## src/hdl/aoscr_consts.svh

```systemverilog
/*
 * Offsets, field positions, reset values and widths of the output stream
 * configuration bank. Assumes nothing beyond a SystemVerilog compiler.
 */
`ifndef AOSCR_CONSTS_SVH
`define AOSCR_CONSTS_SVH

// ****************************************************************
// Register indices (byte address is four times the index)
// ****************************************************************
`define AOSCR_IDX_PATT_LO   6'h1B
`define AOSCR_IDX_PATT_HI   6'h1C
`define AOSCR_IDX_STREAM    6'h21
`define AOSCR_IDX_LANE      6'h22
`define AOSCR_IDX_LANE_SEL  6'h30
`define AOSCR_IDX_ROUTE     6'h31

// ****************************************************************
// Field positions
// ****************************************************************
`define AOSCR_LSB_FIRST_BIT 7
`define AOSCR_LOW_RATE_BIT  3
`define AOSCR_RES_HI        2
`define AOSCR_RES_LO        0
`define AOSCR_CH_RST_BIT    1
`define AOSCR_CH_PD_BIT     0
`define AOSCR_ROUTE_BIT     0

// ****************************************************************
// Reset values and sizes
// ****************************************************************
`define AOSCR_RST_BYTE      8'h00
`define AOSCR_RST_LANE_SEL  4'hF
`define AOSCR_NCH           4
`define AOSCR_WORD_W        14
`define AOSCR_NBITS_NATIVE  4'hA
`define AOSCR_NBITS_12      4'hC
`define AOSCR_NBITS_14      4'hE

`endif

```

## src/hdl/aoscr_pkg.sv

```systemverilog
/*
 * Types shared by the output stream configuration bank.
 * Assumes the constants header is compiled alongside.
 */
package aoscr_pkg;
    // Output resolution codes that differ from the native width
    typedef enum logic [2:0] {
        AOSCR_RES_12 = 3'h3,
        AOSCR_RES_14 = 3'h4
    } aoscr_res_type;
endpackage

```

## src/hdl/aoscr_lane_if.sv

```systemverilog
/*
 * Link between the register bank and one lane serializer.
 * Assumes both ends run on the same pclk.
 */
`timescale 1ns/1ps
`default_nettype none
interface aoscr_lane_if;
    logic        load;       // Start of a new word next cycle
    logic [13:0] word;       // Word to send, right aligned
    logic [3:0]  nbits;      // Serial word length
    logic        lsb_first;  // Bit order
    logic        hold;       // Lane quiet: reset or powered down
    logic        dout;       // Serial data, registered
    modport ctl  (output load, word, nbits, lsb_first, hold, input dout);
    modport lane (input load, word, nbits, lsb_first, hold, output dout);
endinterface
`default_nettype wire

```

## src/hdl/aoscr_lane.sv

```systemverilog
/*
 * One lane serializer: shifts a word out one bit per clock.
 * Assumes load comes from the shared frame counter.
 */
`timescale 1ns/1ps
`default_nettype none
`include "aoscr_consts.svh"
module aoscr_lane
    import aoscr_pkg::*;
(
    input wire logic     pclk,
    input wire logic     presetn,
    aoscr_lane_if.lane   lnk
);
    logic [13:0] shreg;       // Bits still to send
    logic [13:0] next_shreg;
    logic        dout_q;      // Registered serial bit
    logic        next_dout;

    // ****************************************************************
    // Next shift state
    // ****************************************************************
    always_comb begin
        next_shreg = lnk.lsb_first ? (shreg >> 1) : (shreg << 1);
        if (lnk.load) begin
            // MSB first: left align so bit 13 leaves first
            if (lnk.lsb_first) begin
                next_shreg = lnk.word;
            end else begin
                next_shreg = lnk.word << (5'(`AOSCR_WORD_W) - {1'b0, lnk.nbits});
            end
        end
        // Quiet lane sits low rather than sending stale words
        next_dout = lnk.hold ? 1'b0
                  : (lnk.lsb_first ? next_shreg[0] : next_shreg[13]);
    end

    // Registers only
    always_ff @(posedge pclk or negedge presetn) begin
        if (!presetn) begin
            shreg  <= 14'h0000;
            dout_q <= 1'b0;
        end else begin
            shreg  <= next_shreg;
            dout_q <= next_dout;
        end
    end

    assign lnk.dout = dout_q;
endmodule
`default_nettype wire

```

## src/hdl/aoscr_frame.sv

```systemverilog
/*
 * Shared bit counter: marks word boundaries for all lanes.
 * Assumes nbits is at least two.
 */
`timescale 1ns/1ps
`default_nettype none
module aoscr_frame (
    input  wire logic       pclk,
    input  wire logic       presetn,
    input  wire logic [3:0] nbits,
    output logic            load,
    output logic            frame
);
    logic [3:0] cnt;        // Bit position within the word
    logic [3:0] next_cnt;
    logic       next_frame;

    // ****************************************************************
    // Counter next state
    // ****************************************************************
    always_comb begin
        // Greater-or-equal so a shortened word length cannot strand it
        load       = (cnt >= (nbits - 4'h1));
        next_cnt   = load ? 4'h0 : cnt + 4'h1;
        next_frame = load;
    end

    // Registers only
    always_ff @(posedge pclk or negedge presetn) begin
        if (!presetn) begin
            cnt   <= 4'h0;
            frame <= 1'b0;
        end else begin
            cnt   <= next_cnt;
            frame <= next_frame;
        end
    end
endmodule
`default_nettype wire

```

## src/hdl/aoscr_top.sv

```systemverilog
/*
 * Output stream configuration bank of a quad converter: second user
 * pattern, serial stream format and per-lane reset and power-down,
 * reached over APB, driving four lane serializers.
 * Assumes converter words arrive on pclk; zero-wait APB slave.
 */
// The APB register port was decided locally.
// How it works
// Pattern two low byte, reset zero
// Pattern two high byte, reset zero
// LSB-first bit sends low bit first
// Default: MSB first, native width, all lanes
// Low encode rate mode bit, default off
// Code 011 twelve bits, 100 fourteen
// Lane output reset holds addressed lane
// Lane power-down powers addressed lane down
// Lane register acts only on selected lanes
// Quiet lane drives static low data
`timescale 1ns/1ps
`default_nettype none
`include "aoscr_consts.svh"
module aoscr_top
    import aoscr_pkg::*;
(
    input  wire logic             pclk,
    input  wire logic             presetn,
    input  wire logic             psel,
    input  wire logic             penable,
    input  wire logic             pwrite,
    input  wire logic [7:0]       paddr,
    input  wire logic [31:0]      pwdata,
    output logic [31:0]           prdata,
    output logic                  pready,
    output logic                  pslverr,
    input  wire logic [3:0][13:0] sample_word,
    output logic [3:0]            serial_data,
    output logic                  frame_out,
    output logic                  low_rate_mode,
    output logic [3:0]            lane_power_down,
    output logic [3:0]            lane_out_reset
);
    // ****************************************************************
    // Register state
    // ****************************************************************
    logic [7:0]  patt_lo;         // Pattern two, bits 7..0
    logic [7:0]  patt_hi;         // Pattern two, bits 15..8
    logic        lsb_first;       // Bit order
    logic [2:0]  res_code;        // Output resolution field
    logic [3:0]  lane_sel;        // Lanes that lane writes reach
    logic        patt_route;      // Send pattern instead of samples
    logic [7:0]  next_patt_lo;
    logic [7:0]  next_patt_hi;
    logic        next_lsb_first;
    logic        next_low_rate;
    logic [2:0]  next_res_code;
    logic [3:0]  next_lane_sel;
    logic        next_patt_route;
    logic [3:0]  next_lane_rst;
    logic [3:0]  next_lane_pd;
    logic [31:0] next_prdata;
    logic        next_pready;
    logic        next_pslverr;

    // ****************************************************************
    // Bus decode
    // ****************************************************************
    logic [5:0]  idx;             // Word index of the access
    logic        aligned;         // Byte address on a word boundary
    logic        hit;             // Address maps to a register
    logic        setup;           // APB setup cycle
    logic        wr_take;         // Write commits this edge
    logic [7:0]  rd_byte;         // Read value of the addressed register
    logic [7:0]  lane_rd;         // Lane state of lowest selected lane
    logic [3:0]  nbits;           // Decoded serial word length
    logic [13:0] pat_word;        // Pattern two clipped to word width
    logic        load;            // Word boundary from the counter

    assign idx     = paddr[7:2];
    assign aligned = (paddr[1:0] == 2'h0);
    assign setup   = psel && !penable;
    assign wr_take = psel && penable && pready && pwrite;

    // Address map lookup
    always_comb begin
        hit = 1'b0;
        if (aligned) begin
            unique case (idx)
                `AOSCR_IDX_PATT_LO, `AOSCR_IDX_PATT_HI, `AOSCR_IDX_STREAM,
                `AOSCR_IDX_LANE, `AOSCR_IDX_LANE_SEL, `AOSCR_IDX_ROUTE: begin
                    hit = 1'b1;
                end
                default: begin
                    hit = 1'b0;
                end
            endcase
        end
    end

    // ****************************************************************
    // Resolution decode
    // ****************************************************************
    always_comb begin
        // Any other code keeps the native word length
        unique case (res_code)
            AOSCR_RES_12: begin
                nbits = `AOSCR_NBITS_12;
            end
            AOSCR_RES_14: begin
                nbits = `AOSCR_NBITS_14;
            end
            default: begin
                nbits = `AOSCR_NBITS_NATIVE;
            end
        endcase
    end

    // ****************************************************************
    // Read mux
    // ****************************************************************
    // Lane read shows the lowest selected lane; none selected reads zero
    always_comb begin
        lane_rd = `AOSCR_RST_BYTE;
        for (int i = `AOSCR_NCH - 1; i >= 0; i--) begin
            if (lane_sel[i]) begin
                lane_rd = `AOSCR_RST_BYTE;
                lane_rd[`AOSCR_CH_RST_BIT] = lane_out_reset[i];
                lane_rd[`AOSCR_CH_PD_BIT]  = lane_power_down[i];
            end
        end
    end

    // Byte of the addressed register, reserved bits zero
    always_comb begin
        rd_byte = `AOSCR_RST_BYTE;
        unique case (idx)
            `AOSCR_IDX_PATT_LO: begin
                rd_byte = patt_lo;
            end
            `AOSCR_IDX_PATT_HI: begin
                rd_byte = patt_hi;
            end
            `AOSCR_IDX_STREAM: begin
                rd_byte[`AOSCR_LSB_FIRST_BIT] = lsb_first;
                rd_byte[`AOSCR_LOW_RATE_BIT]  = low_rate_mode;
                rd_byte[`AOSCR_RES_HI:`AOSCR_RES_LO] = res_code;
            end
            `AOSCR_IDX_LANE: begin
                rd_byte = lane_rd;
            end
            `AOSCR_IDX_LANE_SEL: begin
                rd_byte[3:0] = lane_sel;
            end
            `AOSCR_IDX_ROUTE: begin
                rd_byte[`AOSCR_ROUTE_BIT] = patt_route;
            end
            default: begin
                rd_byte = `AOSCR_RST_BYTE;
            end
        endcase
    end

    // ****************************************************************
    // Register next values
    // ****************************************************************
    always_comb begin
        next_patt_lo    = patt_lo;
        next_patt_hi    = patt_hi;
        next_lsb_first  = lsb_first;
        next_low_rate   = low_rate_mode;
        next_res_code   = res_code;
        next_lane_sel   = lane_sel;
        next_patt_route = patt_route;
        next_lane_rst   = lane_out_reset;
        next_lane_pd    = lane_power_down;
        // Answer one cycle after setup, so every access is two cycles
        next_pready     = setup;
        next_pslverr    = setup && !hit;
        next_prdata     = prdata;
        if (setup) begin
            next_prdata = (hit && !pwrite) ? {24'h000000, rd_byte} : 32'h00000000;
        end
        if (wr_take && hit) begin
            unique case (idx)
                `AOSCR_IDX_PATT_LO: begin
                    next_patt_lo = pwdata[7:0];
                end
                `AOSCR_IDX_PATT_HI: begin
                    next_patt_hi = pwdata[7:0];
                end
                `AOSCR_IDX_STREAM: begin
                    next_lsb_first = pwdata[`AOSCR_LSB_FIRST_BIT];
                    next_low_rate  = pwdata[`AOSCR_LOW_RATE_BIT];
                    next_res_code  = pwdata[`AOSCR_RES_HI:`AOSCR_RES_LO];
                end
                `AOSCR_IDX_LANE: begin
                    // Unselected lanes keep their state
                    for (int i = 0; i < `AOSCR_NCH; i++) begin
                        if (lane_sel[i]) begin
                            next_lane_rst[i] = pwdata[`AOSCR_CH_RST_BIT];
                            next_lane_pd[i]  = pwdata[`AOSCR_CH_PD_BIT];
                        end
                    end
                end
                `AOSCR_IDX_LANE_SEL: begin
                    next_lane_sel = pwdata[3:0];
                end
                `AOSCR_IDX_ROUTE: begin
                    next_patt_route = pwdata[`AOSCR_ROUTE_BIT];
                end
                default: begin
                    next_patt_lo = patt_lo;
                end
            endcase
        end
    end

    // Registers only; all formats clear to the default stream
    always_ff @(posedge pclk or negedge presetn) begin
        if (!presetn) begin
            patt_lo         <= `AOSCR_RST_BYTE;
            patt_hi         <= `AOSCR_RST_BYTE;
            lsb_first       <= 1'b0;
            low_rate_mode   <= 1'b0;
            res_code        <= 3'h0;
            lane_sel        <= `AOSCR_RST_LANE_SEL;
            patt_route      <= 1'b0;
            lane_out_reset  <= 4'h0;
            lane_power_down <= 4'h0;
            prdata          <= 32'h00000000;
            pready          <= 1'b0;
            pslverr         <= 1'b0;
        end else begin
            patt_lo         <= next_patt_lo;
            patt_hi         <= next_patt_hi;
            lsb_first       <= next_lsb_first;
            low_rate_mode   <= next_low_rate;
            res_code        <= next_res_code;
            lane_sel        <= next_lane_sel;
            patt_route      <= next_patt_route;
            lane_out_reset  <= next_lane_rst;
            lane_power_down <= next_lane_pd;
            prdata          <= next_prdata;
            pready          <= next_pready;
            pslverr         <= next_pslverr;
        end
    end

    // ****************************************************************
    // Frame counter and lanes
    // ****************************************************************
    assign pat_word = {patt_hi[5:0], patt_lo};

    aoscr_frame u_frame (
        .pclk    (pclk),
        .presetn (presetn),
        .nbits   (nbits),
        .load    (load),
        .frame   (frame_out)
    );

    aoscr_lane_if lane_bus [`AOSCR_NCH] ();

    // Stream format is global; hold is per lane
    for (genvar g = 0; g < `AOSCR_NCH; g++) begin : g_lane
        assign lane_bus[g].load      = load;
        assign lane_bus[g].word      = patt_route ? pat_word : sample_word[g];
        assign lane_bus[g].nbits     = nbits;
        assign lane_bus[g].lsb_first = lsb_first;
        assign lane_bus[g].hold      = lane_out_reset[g] | lane_power_down[g];
        assign serial_data[g]        = lane_bus[g].dout;
        aoscr_lane u_lane (
            .pclk    (pclk),
            .presetn (presetn),
            .lnk     (lane_bus[g])
        );
    end
endmodule
`default_nettype wire

```

## config.mk

```make
export PLATFORM = sky130hd
export DESIGN_NAME = aoscr_top
export DESIGN_NICKNAME = d
export VERILOG_FILES = /design/src/hdl/aoscr_pkg.sv /design/src/hdl/aoscr_lane_if.sv /design/src/hdl/aoscr_lane.sv /design/src/hdl/aoscr_frame.sv /design/src/hdl/aoscr_top.sv
export VERILOG_INCLUDE_DIRS = /design/src /design/src/hdl
export SDC_FILE = /design/constraint.sdc
export NUM_CORES = 1
export LEC_CHECK = 0
export BUFFER_PORTS_ARGS = -buffer_cell sky130_fd_sc_hd__buf_2
export CAP_MARGIN = 20
export CORE_ASPECT_RATIO = 0.7
export CORE_MARGIN = 4
export CORE_UTILIZATION = 41
export CTS_BUF_LIST = sky130_fd_sc_hd__clkbuf_8 sky130_fd_sc_hd__clkbuf_16
export DETAILED_ROUTE_END_ITERATION = 7
export HOLD_SLACK_MARGIN = 0.08
export MAX_ROUTING_LAYER = met4
export PLACE_DENSITY_LB_ADDON = 0.08
export SYNTH_ARGS = -nofsm -noshare
export SYNTH_HDL_FRONTEND = slang
export SYNTH_SLANG_ARGS = --single-unit
```

## constraint.sdc

```tcl
create_clock -name pclk -period 6.4 [get_ports pclk]
set_input_delay 1.28 -clock pclk [delete_from_list [all_inputs] [get_ports pclk]]
set_output_delay 1.28 -clock pclk [all_outputs]
set_load 0.01 [all_outputs]
```

-- After elaboration in Yosys (flattened, before gate mapping)
Index checks and enable logic that the tools add are counted.
- flip-flop bits (word level): 133
- bits of input ports: 101
- output and inout port bits: 48
- word-level logic and storage cells: 106
- add/subtract/negate cells: 3
- $lt $le $gt $ge: 1
- eq/ne operators: 8
- shift-type cells: 4
- multiplexer cells: 37
- bitwise gates (word level): 4
- reductions and logical operators: 21
- operator list (operator ; number):
    $mux W14 ; 16
    $shl A14 B5 Y14 ; 4
    $mux W8 ; 4
    $eq A6 B6 Y1 const B ; 4
    $pmux W3 S5 ; 1
    $eq A6 B5 Y1 const B ; 2
    $reduce_and A3 Y1 ; 4
    $mux W1 ; 10
    $reduce_and A2 Y1 ; 5
    $pmux W3 S3 ; 1
    $logic_and A1 B1 Y1 ; 7
    $pmux W1 S6 ; 1
    $pmux W3 S2 ; 1
    $reduce_or A6 Y1 ; 1
    $sub A4 B4 Y5 const A ; 1
    $add A4 B1 Y4 const B ; 1
    $ge A4 B4 Y1 ; 1
    $mux W4 ; 1
    $or A1 B1 Y1 ; 4
    $pmux W1 S4 ; 1
    $sub A4 B1 Y4 const B ; 1
    $eq A3 B2 Y1 const B ; 1
    $eq A3 B3 Y1 const B ; 1
    $logic_not A1 Y1 ; 3
    2 further kinds ; 2

-- Longest topological paths before layout
Gate-level depths: netlist of the first run.
- depth in word-level cells: 8
- gate-level depth with buffers: 13
- gate-level depth less buffers: 9

-- Hierarchy
A second synthesis of the first run with hierarchy kept.
- cells, all modules: 985
- area total of the unflattened synthesis: 9255.1 um2
- by module, submodules not included (module ; times used ; cells an instance ; area each (um2) ; sequential area each (um2)):
    aoscr_lane ; 4 ; 154 ; 1498.9 ; 375.4
    aoscr_top ; 1 ; 338 ; 2919.0 ; 1106.1
    aoscr_frame ; 1 ; 31 ; 340.3 ; 125.1

-- Worst setup path before layout of the first run
No wires, ideal clock.
- path kind: input -> register
- start: input paddr[3]
- end: register low_rate_mode
- setup time: 0.127 ns
- data arrival time: 2.606 ns
- required time: 6.273 ns
- slack: 3.666 ns
- cell stages on the path: 5
- buffers on the path: 1
- path through: or4b_4 > nor3_4 > and2_1 > buf_4 > mux2_1
- longest elaborated chain between the ends: 6
- elaborated cells on any way between the ends: 11
- classes of those cells: 6 x eq/ne; 2 x mux; 3 x reduce/logical
- ends and longest elaborated chain (what ; RTL line ; RTL):
    start: declaration ; aoscr_top.sv:30 ; input wire logic [7:0] paddr,
    $eq A6 B6 Y1, or another cell as far along ; aoscr_top.sv:87 ; unique case (idx)
    $reduce_or A6 Y1 ; aoscr_top.sv:87 ;
    $mux W1 ; aoscr_top.sv:87 ;
    $mux W1 ; aoscr_top.sv:86 ; if (aligned) begin
    $logic_and A1 B1 Y1 ; aoscr_top.sv:182 ; if (wr_take && hit) begin
    $reduce_and A2 Y1 (no source line) (*) ; - ;
    end signal: assignment ; aoscr_top.sv:236 ; low_rate_mode <= next_low_rate;
    end: declaration ; aoscr_top.sv:38 ; output logic low_rate_mode,
Every way passes the cells marked *; elsewhere a longest branch is shown, timed or not.
A chain may end at the register's enable or synchronous reset.

-- Worst setup path in the final report of the first run
- start: register res_code[1]
- end: register g_lane[3].u_lane.dout_q
- longest elaborated chain between the ends: 8
- elaborated cells on any way between the ends: 11
- classes of those cells: 2 x add/sub; 1 x order compare; 2 x eq/ne; 1 x shift; 5 x mux
- ends and longest elaborated chain (what ; RTL line ; RTL):
    start: declaration ; aoscr_top.sv:48 ; logic [2:0] res_code;
    start signal: assignment ; aoscr_top.sv:237 ; res_code <= next_res_code;
    $eq A3 B3 Y1 / $eq A3 B2 Y1 (equally long branches) ; aoscr_top.sv:104 ; unique case (res_code)
    $pmux W3 S2 (*) ; aoscr_top.sv:104 ;
    $sub A4 B4 Y5 ; aoscr_lane.sv:30 ; next_shreg = lnk.word << (5'(`AOSCR_WORD_W) - {1'b0, lnk.nbits});
    $shl A14 B5 Y14 ; aoscr_lane.sv:30 ;
    $mux W14 ; aoscr_lane.sv:27 ; if (lnk.lsb_first) begin
    $mux W14 (*) ; aoscr_lane.sv:25 ; if (lnk.load) begin
    $mux W1 (*) ; aoscr_lane.sv:35 ; : (lnk.lsb_first ? next_shreg[0] : next_shreg[13]);
    $mux W1 (*) ; aoscr_lane.sv:34 ; next_dout = lnk.hold ? 1'b0
    net g_lane[3].u_lane.next_dout ; aoscr_lane.sv:18 ; logic next_dout;
    end signal: assignment ; aoscr_lane.sv:45 ; dout_q <= next_dout;
    end: declaration ; aoscr_lane.sv:17 ; logic dout_q;
The timed path passes the listed nets; every way through them passes the cells marked *.

==> results by group, run 1 <==
Outcome
  • Status: complete, no violations

Worst setup path
  • CP arrival: 4.11 ns
  • Crit-path max FO: 54
  • Critical Path RT: 6.65 ns
  • Setup slack, reg-to-reg: 2.54 ns
  • Setup CP Type: reg2reg
  • Crit path capture type: flip-flop
  • Startpoint types: flip-flop

Finish
  • Area growth, synth to finish: 11.80%
  • FILL cells: 1528
  • # nets final: 838
  • Antenna Cells: 0
  • Share of layout cells above drive strength 1: 25.20%

Timing
  • Fin Hold WS: 0.4962 ns
  • Clock period minus worst slack: 3.862 ns
  • Slew HR: 40.22%
  • Fmax: 258.9 MHz
  • Worst slew pin tran: 0.8957 ns
  • Crit share post-route: 60.34%
  • Final TNS setup: 0 ns
  • Final setup skew: 0.009364 ns
  • Fin. Hold Viols: 0
  • Endpoints failing setup: 0
  • Max-slew violation count: 0
  • RSZ-0062 raised after global routing: no

Die
  • Die Area: 18340 sq um
  • Total core area: 15690 sq um
  • Die Y: 114.5 microns
  • Row count: 38
  • Die span in x: 160.2 microns
  • Initial Util: 42.36%
  • Io pins: 149

Placement
  • Hpwl dp: 14820 microns
  • Buffers added on ports: 100
  • GPL Wtd Cong: 0.9483

Logic synthesis
  • Synth async-reset ratio: 100.0%
  • Sequential area share after synthesis: 41.11%
  • Count of cell types in the netlist: 63
  • EDFF count, synth: 0
  • Top_reg_cell synth: dfrtp_1
  • Mapped Area: 6646 sq um
  • Ys Warns: 0
  • Syn_area_per_cell: 9.965 sq um
  • #FFs+latches synth: 109
  • Cells after synthesis: 667

Pwr
  • PD cells: 332.4 nW/um^2
  • LEAKAGE: 0.003523 uW
  • Peak VDD IR: 0.1393 mV

Global route
  • Vias in the first global route: 5244
  • Largest net degree at the start of global routing: 59
  • Grt ovf: 0
  • Initial antenna violation count: 0
  • First-pass GRT wire length: 31720 microns
  • GRT Util Overall: 22.96%

Drt
  • Metal-1 WL: 10420 microns
  • WL per Instance: 22.28 microns
  • ANT nets after route: 0
  • Drt pass-1 iters: 5
  • Vias/cell: 6.014
  • DRC viols: 0
  • Post-Route WL: 20900 microns
  • DRT iter0 DRCs: 536
  • Detail Route met3 WL: 1489 microns
  • Via count: 5641
  • Top routing layer in use: met4
  • Met2 wire len: 8699 microns

CTS
  • # clock sinks: 109
  • Clock Tree Root: clkbuf_16
  • CTS Buf Count: 9
  • Clk pin slew, worst setup/hold paths: 0.07 ns
  • CTS tree: done
  • Cts repair resizes: 0
  • H-tree depth: 3
  • Post-CTS Hold Buffers: 0
  • Clock buffer depth: 2
  • Setup Buffers After CTS: 0
  • Latest clock arrival within the worst-skew pair: 0.35 ns

Job
  • Max_cap viols: 0

Min path
  • Hold Path Class: reg2reg
## final timing paths
path | from | end | cells after the start
max | res_code[1]$_DFFE_PN0P_ | g_lane[3].u_lane.lnk.dout$_DFF_PN0_ | 12
min | u_frame.cnt[0]$_DFF_PN0_ | u_frame.cnt[0]$_DFF_PN0_ | 1
max reg2reg | res_code[1]$_DFFE_PN0P_ | g_lane[3].u_lane.lnk.dout$_DFF_PN0_ | 12
min reg2reg | u_frame.cnt[0]$_DFF_PN0_ | u_frame.cnt[0]$_DFF_PN0_ | 1
max in group asynchronous | presetn | lane_out_reset[2]$_DFFE_PN0P_ | 2
min in group asynchronous | presetn | g_lane[1].u_lane.shreg[8]$_DFF_PN0_ | 1
## logic make-up after synthesis
logic type                 count (synthesis)  synth area share, %
AOI/OAI and AO/OA                        208                21.01
and+or+nand+nor                          128                9.903
other                                      1              0.05642
buffers and inverters                     93                7.267
muxes                                    121                19.50
DFF                                      109                41.11
xor gates and xnor gates                   3               0.3954
adders and majority gates                  4               0.7530
## layer usage
layer | vias to the layer above | global-route usage, %
met4 | 0 | 5.100
met3 | 22 | 4.210
met1 | 2822 | 35.20
met2 | 221 | 31.26
met5 | - | -
li1 | 2576 | -
## critical path: stages (launching register included)
cell	delay, ns
dfrtp_1	0.43
and3b_1	0.18
buf_4	0.23
inv_2	0.40
ha_1	0.33
a21oi_1	0.13
o21a_1	0.12
buf_4	0.49
inv_2	0.49
buf_4	0.38
nand2_1	0.10
o211ai_1	0.14
o32ai_1	0.28
## layout by cell type (no fill, tap or decap), types with 10 or more instances in the layout
| cell | instances |
|---|---|
| nand2_1 | 44 |
| a221oi_1 | 10 |
| inv_1 | 12 |
| o21ai_0 | 27 |
| nor2_1 | 40 |
| mux2i_1 | 74 |
| mux2_1 | 12 |
| a211oi_1 | 12 |
| buf_2 | 99 |
| mux2_2 | 30 |
| a21oi_1 | 42 |
| o22ai_1 | 15 |
| dfrtp_1 | 103 |
| o21ai_1 | 21 |
| a22oi_1 | 19 |
| conb_1 | 25 |
| o221ai_1 | 17 |
## stage by stage
step	total power [uW]	instance area, sq um	setup slack [ns]	instances	utilization (%)
after floorplan	1671	6736	3.666	691	-
after global placement	1892	7134	2.625	922	45.47
after detailed placement	1909	7134	2.643	922	45.47
after CTS	2469	7431	2.612	938	47.36
after global routing	2630	7431	2.240	938	47.36
final	2470	7431	2.538	938	47.36
## state kept, by name (all words and copies together), names as in the netlist, 3 cells and up
register and count:
patt_hi 8, u_frame.cnt 4, lane_sel 4, lane_power_down 4, res_code 3, g_lane.u_lane.shreg 56
g_lane.u_lane.lnk.dout 4, prdata 8, lane_out_reset 4, patt_lo 8
## layout make-up
cell class,count,area [sq um],area share [%]
Inverter,16,60.06,0.8082
Clock buffer,11,252.7,3.401
Tap cell,200,250.2,3.368
Timing Repair Buffer,108,563.0,7.577
Clock inverter,5,43.79,0.5893
Sequential cell,109,2738,36.84
Multi-Input combinational cell,489,3523,47.42
## Yosys cell counts, types with 4 or more instances
master / count / area share (%)
o21ai_1: 21 / 1.6
nor2_1: 41 / 2.3
dfrtp_1: 105 / 40
nand2_2: 4 / 0.38
nand2_1: 44 / 2.5
inv_1: 12 / 0.68
a222oi_1: 4 / 0.60
buf_4: 30 / 3.4
nor2b_1: 6 / 0.56
mux2_1: 12 / 2.0
ha_1: 4 / 0.75
nor3_1: 4 / 0.30
mux2_4: 4 / 0.90
o211ai_1: 9 / 1.0
dfstp_2: 4 / 1.6
inv_2: 4 / 0.23
o221ai_1: 17 / 2.2
o21ai_0: 27 / 2.0
buf_2: 17 / 1.3
a22oi_1: 19 / 2.1
o221a_2: 4 / 0.68
a21oi_1: 42 / 3.2
mux2i_1: 74 / 11
a221oi_1: 10 / 1.3
buf_1: 7 / 0.40
a211oi_1: 12 / 1.4
o22ai_1: 15 / 1.4
clkbuf_1: 23 / 1.3
a2bb2oi_1: 5 / 0.66
mux2_2: 30 / 5.1
## power by group
group          total (uW)  switching (uW)  leakage (uW)  internal, uW
sequential           1040             131       0.00136           907
combinational         875             534       0.00202           341
clock                 558             268      0.000140           290
No activity file was read; power rests on OpenSTA's default activity.
==> inputs of run 2 (changes only) <==
==> constraint.sdc (replaced) <==
create_clock -name pclk -period 3.8 [get_ports pclk]
set_input_delay 0.76 -clock pclk [delete_from_list [all_inputs] [get_ports pclk]]
set_output_delay 0.76 -clock pclk [all_outputs]
set_load 0.01 [all_outputs]
==> run 2 against run 1 <==
Register-to-register slack got worse by 1.5 ns. Count of clock-buffer cells in the layout fell by 2. Critical path type unchanged. Core utilization increased by 0.73 points. Clock skew rose by 0.0032 ns. Setup slack lost 1.5 ns. Power increased by 73%.
==> results by group, run 2 (synthesis gave the netlist of run 1 again) <==
Finish
  • Max FFs per register: 56 (unchanged)
  • Antenna Cells: 0 (unchanged)
  • Post-route cell area: 7546 sq um (+1.5%)
  • Share of layout cells above drive strength 1: 26.03% (+0.83 points)
  • # nets final: 849 (+1.3%)
  • Commonest non-fill, non-tap cell in the layout: dfrtp_1
  • Area growth, synth to finish: 13.54%
  • Non-Filler Instances: 949 (+1.2%)
  • Biggest register: g_lane.u_lane.shreg
  • Most frequent cells in the layout: dfrtp_1 (103), buf_2 (99), mux2i_1 (74)

Global route
  • First-pass GRT wire length: 32400 microns (+2.2%)
  • Initial antenna violation count: 0 (unchanged)
  • Grt ovf: 0 (unchanged)
  • Largest net degree at the start of global routing: 56 (-5.1%)
  • GRT Util Overall: 23.68% (+0.73 points)
  • Vias in the first global route: 5315 (+1.4%)

Drt
  • WL per Instance: 22.44 microns (+0.72%)
  • Via count: 5737 (+1.7%)
  • Drt pass-1 iters: 5 (unchanged)
  • ANT nets after route: 0 (unchanged)
  • DRC viols: 0 (unchanged)
  • DRT iter0 DRCs: 531 (-0.93%)
  • Post-Route WL: 21300 microns (+1.9%)
  • Vias/cell: 6.045 (+0.52%)

Worst setup path
  • Critical Path RT: 4.03 ns (-2.62 ns)
  • Cell mode on critical path: inv_2
  • CP Cell Sequence: nor3b_2 -> buf_4 -> inv_2 -> ha_1 -> nand2_1 -> o21a_1 -> inv_2 -> o221ai_1 -> a31oi_1 -> o32ai_1
  • CP arrival: 2.96 ns (-1.15 ns)
  • Crit-path max FO: 35 (-35%)
  • Reg-to-Reg Start: res_code[1]$_DFFE_PN0P_
  • Highest cell delay on the worst timing path: 0.48 ns (about the same)
  • Setup CP Type: reg2reg
  • WP depth: 10 (-2)
  • R2R cell count: 10 (-2)
  • Setup slack, reg-to-reg: 1.06 ns (-1.48 ns)
  • Worst Path Buf+Inv: 3 (-2)
  • Slowest cell on crit path: inv_2
  • Delay-heaviest family, CP: compound AO/OA/AOI/OAI gates
  • Startpoint types: flip-flop
  • Setup crit start: res_code[1]$_DFFE_PN0P_
  • Crit path capture type: flip-flop

Timing
  • Fmax: 365.2 MHz (+41%)
  • Fin. Hold Viols: 0 (unchanged)
  • Crit share post-route: 72.06% (+12 points)
  • Final TNS setup: 0 ns (unchanged)
  • Max-slew violation count: 0 (unchanged)
  • Slew HR: 50.25% (+10 points)
  • Fin Hold WS: 0.4510 ns (-0.04529 ns)
  • Final setup skew: 0.01252 ns (+0.003156 ns)
  • RSZ-0062 raised after global routing: no
  • Worst slew pin tran: 0.7462 ns (-0.1495 ns)
  • Endpoints failing setup: 0 (unchanged)
  • Clock period minus worst slack: 2.738 ns (-1.124 ns)

Die
  • Io pins: 149 (unchanged)
  • Die Area: 18340 sq um (unchanged)
  • Total core area: 15690 sq um (unchanged)
  • Die Y: 114.5 microns (unchanged)
  • Row count: 38 (unchanged)
  • Die span in x: 160.2 microns (unchanged)
  • Initial Util: 42.36% (unchanged)

Pwr
  • Peak VDD IR: 0.2481 mV (+78%)
  • LEAKAGE: 0.003596 uW (+2.1%)
  • PD cells: 567.8 nW/um^2 (+71%)

Placement
  • Buffers added on ports: 100 (unchanged)
  • Hpwl dp: 15450 microns (+4.2%)
  • Inst Count DP: 933 (+1.2%)
  • GPL Wtd Cong: 0.9546 (+0.66%)
  • Placed cell areas: 7229 sq um (+1.3%)

CTS
  • Latest clock arrival within the worst-skew pair: 0.36 ns (about the same)
  • Post-CTS Hold Buffers: 0 (unchanged)
  • # clock sinks: 109 (unchanged)
  • Clock Tree Root: clkbuf_16
  • CTS Buf Count: 9 (unchanged)
  • CTS tree: done
  • Setup Buffers After CTS: 0 (unchanged)
  • Clk pin slew, worst setup/hold paths: 0.07 ns (about the same)
  • H-tree depth: 3 (unchanged)
  • Cts repair resizes: 0 (unchanged)
  • Clock buffer depth: 2 (unchanged)

Outcome
  • Status: complete, no violations

Min path
  • Hold Path Class: in2async

Job
  • Max_cap viols: 0 (unchanged)
## run 2: cell types whose count changed in the layout (fill, tap and decap cells not counted), moves of 2 or more
cell	previous run	this run
clkbuf_8	2	0
clkinv_4	2	0
bufinv_16	0	2
inv_1	12	14
buf_4	9	19
## run 2: area by class of cell
type	count	area, sq um
fillers	1491	8144
multi-input cells	489	3523
flip-flops and latches	109	2738
repair buffers	119	658.1
well taps	200	250.2
clock buffers	9	225.2
clock inverters	7	91.34
inverters	16	60.06
## run 2: layer usage
| metal | track usage [%] | share of wire, % | vias up |
|---|---|---|---|
| met5 | - | 0 | - |
| met4 | 5.788 | 1.7 | 0 |
| met3 | 6.729 | 9.4 | 24 |
| met2 | 31.37 | 41 | 278 |
| met1 | 35.33 | 48 | 2831 |
| li1 | - | - | 2604 |
## run 2: through the flow
stage	total power, uW	worst slack, ns	utilization, %
detailed placement	3243	1.146	46.08
global route	4557	0.9445	48.09
global placement	3211	1.135	46.08
finish	4285	1.062	48.09
CTS	4278	1.107	48.09
floorplan	2815	1.264	-
## run 2: path summary, 6_finish.rpt
path,to
worst min-delay path,g_lane[1].u_lane.shreg[10]$_DFF_PN0_
worst max-delay path,g_lane[3].u_lane.lnk.dout$_DFF_PN0_
worst max register to register,g_lane[3].u_lane.lnk.dout$_DFF_PN0_
worst min register to register,u_frame.cnt[0]$_DFF_PN0_
max in group asynchronous,lane_sel[3]$_DFFE_PN1P_
min in group pclk,u_frame.cnt[0]$_DFF_PN0_
## run 2: worst register-to-register path: stages, from the launching register on
cell      delay [ns]
dfrtp_1         0.42
nor3b_2         0.19
buf_4           0.19
inv_2           0.09
ha_1            0.29
nand2_1         0.05
o21a_1          0.20
inv_2           0.48
o221ai_1        0.26
a31oi_1         0.31
o32ai_1         0.14
## run 2: power by group
part / internal [uW] / switching (uW)
Clock: 576 / 443
Combinational: 599 / 924
Sequential: 1530 / 216
Total: 2700 / 1580
